===== config.mk =====
export PLATFORM = sky130hd
export DESIGN_NAME = bgcl_bank
export DESIGN_NICKNAME = d
export VERILOG_FILES = /design/src/logic/bgcl_pkg.sv /design/src/logic/bgcl_bank.sv
export VERILOG_INCLUDE_DIRS = /design/src /design/src/logic
export SDC_FILE = /design/constraint.sdc
export NUM_CORES = 1
export LEC_CHECK = 0
export ABC_AREA = 1
export BUFFER_PORTS_ARGS = -buffer_cell sky130_fd_sc_hd__buf_2
export CAP_MARGIN = 20
export CORE_UTILIZATION = 50
export CTS_BUF_LIST = sky130_fd_sc_hd__clkbuf_8
export DETAILED_ROUTE_END_ITERATION = 6
export PLACE_DENSITY = 0.8
export SLEW_MARGIN = 15
export SYNTH_ARGS = -nofsm -noshare
export SYNTH_HDL_FRONTEND = slang
export SYNTH_SLANG_ARGS = --single-unit

===== constraint.sdc =====
create_clock -name ref_clk -period 3.8 [get_ports ref_clk]
set_input_delay 1.14 -clock ref_clk [delete_from_list [all_inputs] [get_ports ref_clk]]
set_output_delay 1.14 -clock ref_clk [all_outputs]
set_load 0.1 [all_outputs]

===== src/logic/bgcl_params.svh =====
// Offsets, reset values and field positions of the bridge general control bank
`ifndef BGCL_PARAMS_SVH
`define BGCL_PARAMS_SVH
`define BGCL_OFF_DEVCAP 12'h094
`define BGCL_OFF_GCTL 12'h0d4
`define BGCL_OFF_VRSV 12'h0d8
`define BGCL_OFF_AER 12'h100
`define BGCL_GCTL_RST 32'h8206c000
`define BGCL_VRSV_RST 8'h00
`define BGCL_VC_NEXT_ON 12'h150
`define BGCL_VC_NEXT_OFF 12'h000
`define BGCL_DEVCAP_SHALLOW_LSB 6
`define BGCL_DEVCAP_DEEP_LSB 9
`define BGCL_AER_NEXT_LSB 20
`define BGCL_GCTL_LOW_BITS 20
`define BGCL_SHALLOW_BASE_NS 17'd64
`define BGCL_DEEP_BASE_NS 17'd1000
`endif


===== src/logic/bgcl_pkg.sv =====
// Types shared by the bridge general control bank
package bgcl_pkg;
  // Lower twenty bits of the general control register, msb first
  typedef struct packed {
    logic prefetch_inhibit;
    logic [2:0] shallow_idle_exit_budget;
    logic [2:0] deep_idle_exit_budget;
    logic virtual_channel_struct_on;
    logic d3_clock_stop;
    logic beacon_on;
    logic [1:0] min_power_scale;
    logic [7:0] min_power_amount;
  } bgcl_gctl_s;

  typedef struct packed {
    logic valid;
    logic write;
    logic [11:0] addr;
    logic [3:0] be;
    logic [31:0] wdata;
  } bgcl_cfg_req_s;

  typedef struct packed {
    logic [1:0] scale;
    logic [7:0] amount;
  } bgcl_power_s;
endpackage


===== src/logic/bgcl_bank.sv =====
// General control low bank with reserved byte and mirrored capability fields
`timescale 1ns/1ps
`default_nettype none
`include "bgcl_params.svh"

module bgcl_bank import bgcl_pkg::*; (
  // Clock and power-on reset
  input wire logic ref_clk,
  input wire logic rstn,
  // Reset pins, asynchronous to ref_clk
  input wire logic fund_reset_n,
  input wire logic global_reset_pin,
  // Configuration access
  input wire bgcl_cfg_req_s cfg_req,
  output logic cfg_ack,
  output logic [31:0] cfg_rdata,
  // Bridge side
  input wire logic in_d3,
  input wire logic l2_wake_req,
  output logic prefetch_inhibit,
  output logic sec_clk_run,
  output logic wake_out,
  output logic beacon_out,
  output var bgcl_power_s min_power,
  output logic [16:0] shallow_floor_ns,
  output logic [16:0] deep_floor_ns
);

  localparam logic [31:0] GCTL_RST = `BGCL_GCTL_RST;
  localparam bgcl_gctl_s GCTL_DEF = GCTL_RST[19:0];

  // Lower bound of a budget band; code 000 means below base, so floor is zero
  function automatic logic [16:0] band_floor(input logic [2:0] code, input logic [16:0] base);
    logic [16:0] f;
    f = 17'h0;
    if (code != 3'h0) begin
      f = base << (code - 3'h1);
    end
    return f;
  endfunction

  function automatic logic [31:0] byte_merge(input logic [31:0] old, input logic [31:0] wd,
                                              input logic [3:0] be);
    logic [31:0] m;
    m = old;
    for (int i = 0; i < 4; i++) begin
      if (be[i]) begin
        m[8*i +: 8] = wd[8*i +: 8];
      end
    end
    return m;
  endfunction

  function automatic logic addr_hit(input logic [11:0] a, input logic [11:0] off);
    return {a[11:2], 2'b00} == off;
  endfunction

  // Reset pin synchronisers
  logic [2:0] fsync;
  logic [2:0] gsync;
  logic fund_ok;
  logic glob_on;
  logic [2:0] next_fsync;
  logic [2:0] next_gsync;
  logic next_fund_ok;
  logic next_glob_on;
  logic clr_soft;

  always_comb begin
    next_fsync = {fsync[1:0], fund_reset_n};
    next_gsync = {gsync[1:0], global_reset_pin};
    // A change counts only once the last two stages agree
    next_fund_ok = (fsync[2] == fsync[1]) ? fsync[1] : fund_ok;
    next_glob_on = (gsync[2] == gsync[1]) ? gsync[1] : glob_on;
  end

  always_ff @(posedge ref_clk or negedge rstn) begin
    if (!rstn) begin
      fsync <= 3'h0;
      gsync <= 3'h0;
      fund_ok <= 1'b0;
      glob_on <= 1'b0;
    end else begin
      fsync <= next_fsync;
      gsync <= next_gsync;
      fund_ok <= next_fund_ok;
      glob_on <= next_glob_on;
    end
  end

  assign clr_soft = !fund_ok || glob_on;

  // Register state
  bgcl_gctl_s gctl;
  logic [7:0] vrsv;
  bgcl_gctl_s next_gctl;
  logic [7:0] next_vrsv;
  logic [31:0] merged;
  logic wr_gctl;
  logic wr_vrsv;

  assign wr_gctl = cfg_req.valid && cfg_req.write && addr_hit(cfg_req.addr, `BGCL_OFF_GCTL);
  assign wr_vrsv = cfg_req.valid && cfg_req.write && addr_hit(cfg_req.addr, `BGCL_OFF_VRSV);

  always_comb begin
    next_gctl = gctl;
    next_vrsv = vrsv;
    merged = 32'h0;
    if (clr_soft) begin
      // Reset wins over a write; sticky bits ride through on aux power
      next_gctl = GCTL_DEF;
      next_gctl.d3_clock_stop = gctl.d3_clock_stop;
      next_gctl.beacon_on = gctl.beacon_on;
      next_vrsv = `BGCL_VRSV_RST;
    end else begin
      if (wr_gctl) begin
        // Bits 31:20 belong to other logic and are not stored here
        merged = byte_merge({GCTL_RST[31:20], gctl}, cfg_req.wdata, cfg_req.be);
        next_gctl = merged[19:0];
      end
      if (wr_vrsv && cfg_req.be[0]) begin
        // Stored as written; keeping it at default is software's duty
        next_vrsv = cfg_req.wdata[7:0];
      end
    end
  end

  // Power-on reset is the only reset that clears the sticky bits
  always_ff @(posedge ref_clk or negedge rstn) begin
    if (!rstn) begin
      gctl <= GCTL_DEF;
      vrsv <= `BGCL_VRSV_RST;
    end else begin
      gctl <= next_gctl;
      vrsv <= next_vrsv;
    end
  end

  // Read decode, taken straight from live state so a write shows on the next read
  logic [31:0] rd_word;
  logic [11:0] vc_next;

  always_comb begin
    vc_next = gctl.virtual_channel_struct_on ? `BGCL_VC_NEXT_ON : `BGCL_VC_NEXT_OFF;
    rd_word = 32'h0;
    if (addr_hit(cfg_req.addr, `BGCL_OFF_GCTL)) begin
      rd_word = {GCTL_RST[31:20], gctl};
    end else if (addr_hit(cfg_req.addr, `BGCL_OFF_VRSV)) begin
      rd_word = {24'h0, vrsv};
    end else if (addr_hit(cfg_req.addr, `BGCL_OFF_DEVCAP)) begin
      rd_word[`BGCL_DEVCAP_SHALLOW_LSB +: 3] = gctl.shallow_idle_exit_budget;
      rd_word[`BGCL_DEVCAP_DEEP_LSB +: 3] = gctl.deep_idle_exit_budget;
    end else if (addr_hit(cfg_req.addr, `BGCL_OFF_AER)) begin
      rd_word[`BGCL_AER_NEXT_LSB +: 12] = vc_next;
    end
  end

  // Access answer and bridge-side outputs
  logic next_cfg_ack;
  logic [31:0] next_cfg_rdata;
  logic next_prefetch_inhibit;
  logic next_sec_clk_run;
  logic next_wake_out;
  logic next_beacon_out;
  bgcl_power_s next_min_power;
  logic [16:0] next_shallow_floor_ns;
  logic [16:0] next_deep_floor_ns;

  always_comb begin
    next_cfg_ack = cfg_req.valid;
    next_cfg_rdata = (cfg_req.valid && !cfg_req.write) ? rd_word : 32'h0;
    next_prefetch_inhibit = gctl.prefetch_inhibit;
    next_sec_clk_run = !(in_d3 && gctl.d3_clock_stop);
    next_wake_out = l2_wake_req;
    next_beacon_out = l2_wake_req && gctl.beacon_on;
    next_min_power = {gctl.min_power_scale, gctl.min_power_amount};
    next_shallow_floor_ns = band_floor(gctl.shallow_idle_exit_budget, `BGCL_SHALLOW_BASE_NS);
    next_deep_floor_ns = band_floor(gctl.deep_idle_exit_budget, `BGCL_DEEP_BASE_NS);
  end

  always_ff @(posedge ref_clk or negedge rstn) begin
    if (!rstn) begin
      cfg_ack <= 1'b0;
      cfg_rdata <= 32'h0;
      prefetch_inhibit <= 1'b0;
      sec_clk_run <= 1'b1;
      wake_out <= 1'b0;
      beacon_out <= 1'b0;
      min_power <= '0;
      shallow_floor_ns <= 17'h0;
      deep_floor_ns <= 17'h0;
    end else begin
      cfg_ack <= next_cfg_ack;
      cfg_rdata <= next_cfg_rdata;
      prefetch_inhibit <= next_prefetch_inhibit;
      sec_clk_run <= next_sec_clk_run;
      wake_out <= next_wake_out;
      beacon_out <= next_beacon_out;
      min_power <= next_min_power;
      shallow_floor_ns <= next_shallow_floor_ns;
      deep_floor_ns <= next_deep_floor_ns;
    end
  end
endmodule
`default_nettype wire


==> flow_metrics.tcl, run 1 <==
set metrics [dict create \
    status "completed" \
    relSlewSlack_pct 34.5 \
    min_period_over_period_pct 63.5 \
    layout_common_cells "buf_2 (101), dfrtp_1 (90), nand2_1 (83), nand3_1 (45), nor2_1 (39)" \
    finClkSkew_ns 0.00740 \
    nets 552 \
    synth_compound_area_share_pct 2.02 \
    leakagePower_uw 0.00261 \
    synthAdderAreaFrac_pct 2.80 \
    crit_arrival_ns 1.27 \
    die_w_um 89.7 \
    root_buffer "clkbuf_8" \
    drc 0 \
    grt_pass1_vias 2581 \
    finalCriticalPeriod_ns 2.41 \
    synth-seq-cells 95 \
    timing.final.ws_setup_ns 1.39 \
    core_area_sq_mm 0.00733 \
    irDropWorstVdd_v 0.000293 \
    wl_per_cell_um 13.0 \
    post-cts-setup-buffers 0 \
    crit_fanout 1 \
    die_area_sq_mm 0.00804 \
    syn_avg_cell_area_sq_um 9.95 \
    drive_gt1_share_pct 27.7 \
    port-buffer-count 102 \
    gp_congestion 0.859 \
    clock-sinks 95 \
    path_class "reg2out" \
    cts_tree "done" \
    path_clk_slew_ns 0.09 \
    hold_class "reg2reg" \
    timing.fmax_mhz 414 \
    numCtsBuffers 9 \
    r2r-start "gctl[14]" \
    crit_slowest_cell "dfstp_2" \
    crit_buf_inv 1 \
    wl_met1_um 3370 \
    min_from "fsync[0]" \
    rr_worst_depth 8 \
    ioPinCount 137 \
    overflow 0 \
    netlist_area_sq_mm 0.00384 \
    ant_nets 0 \
    min_to "fsync[1]" \
    worstHoldPathCells 0 \
    cap_viol_max_count 0 \
    clk_latency_ns 0.35 \
    final_core_util_pct 62.2 \
    layout.cells.most_common "buf_2" \
    rsz0062_at_grt "no" \
    die_h_um 89.7 \
    muxShareOfSynthArea_pct 0 \
    wl_um 7680 \
    setup_viol 0 \
    post-place-ws_ns 1.18 \
    htreeDepth 3 \
    dp_hpwl_um 5470 \
    firstDrtPassIters 4 \
    grt_usage_pct 20.2 \
    vias_per_cell 4.82 \
    hold_buffers 0 \
    synth_cell_type_count 24 \
    cp-start-kind "flip-flop" \
    synth_warnings 0 \
    ctsResizeCount 0 \
    r2r_setup_slack_ns 2.03 \
    slowest_delay_ns 0.52 \
    crit_chain "buf_2" \
    synth_xor_area_share_pct 0 \
    antenna_found_initial 0 \
    grt_max_degree 96 \
    clockBufferDepth 2 \
    ys_seq_area_share_pct 62.1 \
    vias 2861 \
    route.met3.wl_um 441 \
    fin_tns_setup_ns 0 \
    r2r-end "deep_floor_ns[11]" \
    power.density_mw_per_mm2 488 \
    synth_simple_gate_area_share_pct 23.9 \
    n_antenna_cell 0 \
    crit_required_ns 2.66 \
    grt_pass1_wl_um 11900 \
    wl_met2_um 3790 \
    start_util_pct 52.4 \
    worst_setup_path_end_kind "output pin" \
    synth_top_family_by_area "simple AND/OR/NAND/NOR gates" \
    p_total_uw 2230 \
    placementRows 31 \
    worstMarginPinSlew_ns 0.980 \
    first_iter_violations 166 \
    syn_to_final_growth_pct 18.7 \
    cp_top_family "flip-flops" \
    top_layer_used "met4" \
    syn_inst 386 \
    drv_slew 0 \
    hold_violations 0 \
]
layer usage:
metal | track usage, % | vias to the layer above
li1 | - | 1392
met1 | 26.0 | 1339
met2 | 33.1 | 124
met3 | 6.03 | 6
met4 | 6.06 | 0
met5 | 0 | -
cells in the mapped netlist:
cell | count | area share [%]
nand4_1 | 18 | 2.9
nand2_1 | 83 | 8.1
ha_1 | 7 | 2.3
buf_6 | 3 | 0.88
o21ai_1 | 7 | 0.91
nand2_2 | 5 | 0.81
nand3_1 | 45 | 5.9
nand2_4 | 1 | 0.29
buf_2 | 2 | 0.26
o21ai_0 | 6 | 0.78
buf_4 | 22 | 4.3
inv_1 | 34 | 3.3
nor3_1 | 2 | 0.26
nor2_4 | 2 | 0.59
clkbuf_1 | 4 | 0.39
o22ai_1 | 2 | 0.33
nor2_2 | 3 | 0.49
maj3_1 | 2 | 0.52
nor3b_1 | 1 | 0.20
conb_1 | 1 | 0.098
dfstp_2 | 5 | 3.4
nor2_1 | 40 | 3.9
nor3_4 | 1 | 0.42
dfrtp_1 | 90 | 59
cells by family after synthesis:
kind of cell    after synthesis
flops                        95
fa+ha+maj                     9
simple gates                201
compound gates               15
buf+inv                      65
other cells                   1
state kept, by name (all words and copies together) (netlist names), 3 cells and up:
signal            cells
shallow_floor_ns      8
deep_floor_ns        14
cfg_rdata            22
gsync                 3
min_power            10
gctl                 19
fsync                 3
vrsv                  8
how the worst max path moves through the flow:
| stage | from | end | slack [ns] | cells past startpoint |
|---|---|---|---|---|
| final | sec_clk_run | sec_clk_run | 1.39 | 1 |
| after global routing | sec_clk_run | sec_clk_run | 1.32 | 1 |
| after CTS | sec_clk_run | sec_clk_run | 1.37 | 1 |
| after detailed placement | cfg_req[47] | vrsv[7] | 1.18 | 7 |
| after global placement | cfg_req[47] | vrsv[3] | 1.23 | 7 |
| after floorplan | cfg_rdata[28] | cfg_rdata[26] | 1.32 | 1 |
layout make-up:
cell class | count | area, sq um
fillers | 636 | 2770
clock buffers | 10 | 138
clock inverters | 6 | 61.3
multi-input cells | 245 | 1180
well taps | 99 | 124
inverters | 34 | 128
flip-flops and latches | 95 | 2380
repair buffers | 104 | 541
where the power goes:
part	internal, uW	switching, uW	leakage (uW)
registers	1060	19.9	0.00126
clock network	321	335	0.000108
logic	65.9	428	0.00124
metrics by stage:
stage          cell area, sq um  hold WS [ns]  std cells
2_1_floorplan              3910         0.331        405
3_3_place_gp               4360         0.332        577
3_5_place_dp               4360         0.346        577
4_1_cts                    4560         0.367        593
5_1_grt                    4560         0.370        593
6_report                   4560         0.363        593
Note: power is estimated with default switching activity, not from simulation.
==> inputs of run 2 (changes only) <==
CORE_UTILIZATION = 46   (was 50)
PLACE_DENSITY = 0.78   (was 0.8)
clock period = 2 ns   (was 3.8 ns; I/O delays follow)
==> flow_metrics.tcl, run 2 (synthesized netlist as in run 1, its figures left out) <==
set metrics [dict create \
    crit_chain "buf_2" \
    final_core_util_pct 59.0 \
    die_w_um 93.4 \
    ctsResizeCount 0 \
    post-cts-setup-buffers 0 \
    rsz0062_at_grt "no" \
    path_clk_slew_ns 0.09 \
    seq_area_sq_mm 0.00238 \
    layout_common_cells "buf_2 (101), dfrtp_1 (90), nand2_1 (83), nand3_1 (45), nor2_1 (39)" \
    grt_max_degree 50 \
    fill_cells 663 \
    finClkSkew_ns 0.00916 \
    dp_cells 590 \
    crit_required_ns 1.40 \
    dp_hpwl_um 5900 \
    core_area_sq_mm 0.00789 \
    placementRows 32 \
    clkPwrFrac_pct 30.0 \
    port-buffer-count 102 \
    grt_usage_pct 19.4 \
    top_regs "cfg_rdata x22, gctl x19, deep_floor_ns x14" \
    crit_fanout 1 \
    overflow 0 \
    place_area_sq_mm 0.00445 \
    worst_setup_path_end_kind "output pin" \
    wl_per_cell_um 13.0 \
    vias 2938 \
    design_area_sq_mm 0.00466 \
    first_iter_violations 135 \
    switching_share_pct 36.0 \
    crit_arrival_ns 1.29 \
    crit_buf_inv 1 \
    hold_violations 0 \
    grt_pass1_vias 2753 \
    cts_tree "done" \
    finalCriticalPeriod_ns 1.89 \
    irDropWorstVdd_v 0.000457 \
    cp-start-kind "flip-flop" \
    switchingPower_uw 1540 \
    vias_per_cell 4.85 \
    drv_slew 0 \
    grt_pass1_wl_um 12800 \
    slowest_delay_ns 0.52 \
    drive_gt1_share_pct 29.4 \
    registers.top_by_ff_count "cfg_rdata" \
    setup_viol 0 \
    layout.cells.most_common "buf_2" \
    clk_latency_ns 0.36 \
    htreeDepth 3 \
    n_antenna_cell 0 \
    largest_reg_flops 22 \
    post-place-ws_ns 0.107 \
    root_buffer "clkbuf_8" \
    clockBufferDepth 2 \
    start_util_pct 48.7 \
    multiInputGateArea_sq_mm 0.00118 \
    timing.fmax_mhz 529 \
    hold_class "in2async" \
    hold_buffers 0 \
    power.density_mw_per_mm2 920 \
    wl_um 7870 \
    gp_congestion 0.866 \
    fin_tns_setup_ns 0 \
    ioPinCount 137 \
    min_period_over_period_pct 94.5 \
    drc 0 \
    die_h_um 93.4 \
    combPwrFrac_pct 22.3 \
    cap_viol_max_count 0 \
    syn_to_final_growth_pct 21.2 \
    cp_top_family "flip-flops" \
    stdcell_count 606 \
    numCtsBuffers 9 \
    intPower_uw 2740 \
    timing.final.ws_setup_ns 0.110 \
    leakagePower_uw 0.00265 \
    firstDrtPassIters 4 \
    antenna_found_initial 0 \
    power_frac_seq_pct 47.7 \
    path_class "reg2out" \
    clock-sinks 95 \
    die_area_sq_mm 0.00872 \
    ant_nets 0 \
    nets 562 \
    crit_slowest_cell "dfstp_2" \
    status "completed" \
]
## run 2: cell type report
type	count	share of cell area, %
timing repair buffer	114	13.5
clock buffer	9	2.66
inverter	34	2.74
sequential	95	51.2
clock inverter	7	1.72
tap	102	2.74
multi-input combinational	245	25.5
## run 2: path summary, 6_finish.rpt
check | startpoint | end | slack [ns] | depth (start not counted)
worst min-delay path | rstn | shallow_floor_ns[13] | 0.15 | 1
max in group asynchronous | rstn | vrsv[5] | 1.27 | 2
worst min register to register | gsync[0] | gsync[1] | 0.36 | 0
worst max-delay path | sec_clk_run | sec_clk_run | 0.11 | 1
worst max register to register | gctl[14] | deep_floor_ns[10] | 0.22 | 8
min in group ref_clk | fund_reset_n | fsync[0] | 0.34 | 1
## run 2: stage by stage
stage / hold slack, ns / power (uW)
6_report: 0.150 / 4280
3_5_place_dp: 0.336 / 3040
5_1_grt: 0.150 / 4460
2_1_floorplan: 0.304 / 2850
3_3_place_gp: 0.332 / 3030
4_1_cts: 0.144 / 4320
## run 2: metal layers
| layer | up-vias | track usage [%] | wire (um) |
|---|---|---|---|
| met4 | 0 | 7.05 | 119 |
| met3 | 12 | 5.28 | 564 |
| met1 | 1376 | 25.0 | 3400 |
| met2 | 130 | 31.5 | 3790 |
| met5 | - | 0 | 0 |
| li1 | 1420 | - | - |
## run 2: power by group through the flow
stage,sequential [uW],combinational [uW],clock (uW)
6_report,2040,955,1280
5_1_grt,2050,1010,1400
4_1_cts,2040,958,1320
3_5_place_dp,2080,958,0
3_3_place_gp,2080,947,0
2_1_floorplan,2520,336,0
## run 2: worst reg2reg max path, cell delays in order, from the launching register on
cell     delay (ns)
dfstp_2        0.59
inv_1          0.11
ha_1           0.24
inv_1          0.07
ha_1           0.22
inv_1          0.15
nor2_1         0.09
inv_1          0.11
o22ai_1        0.08
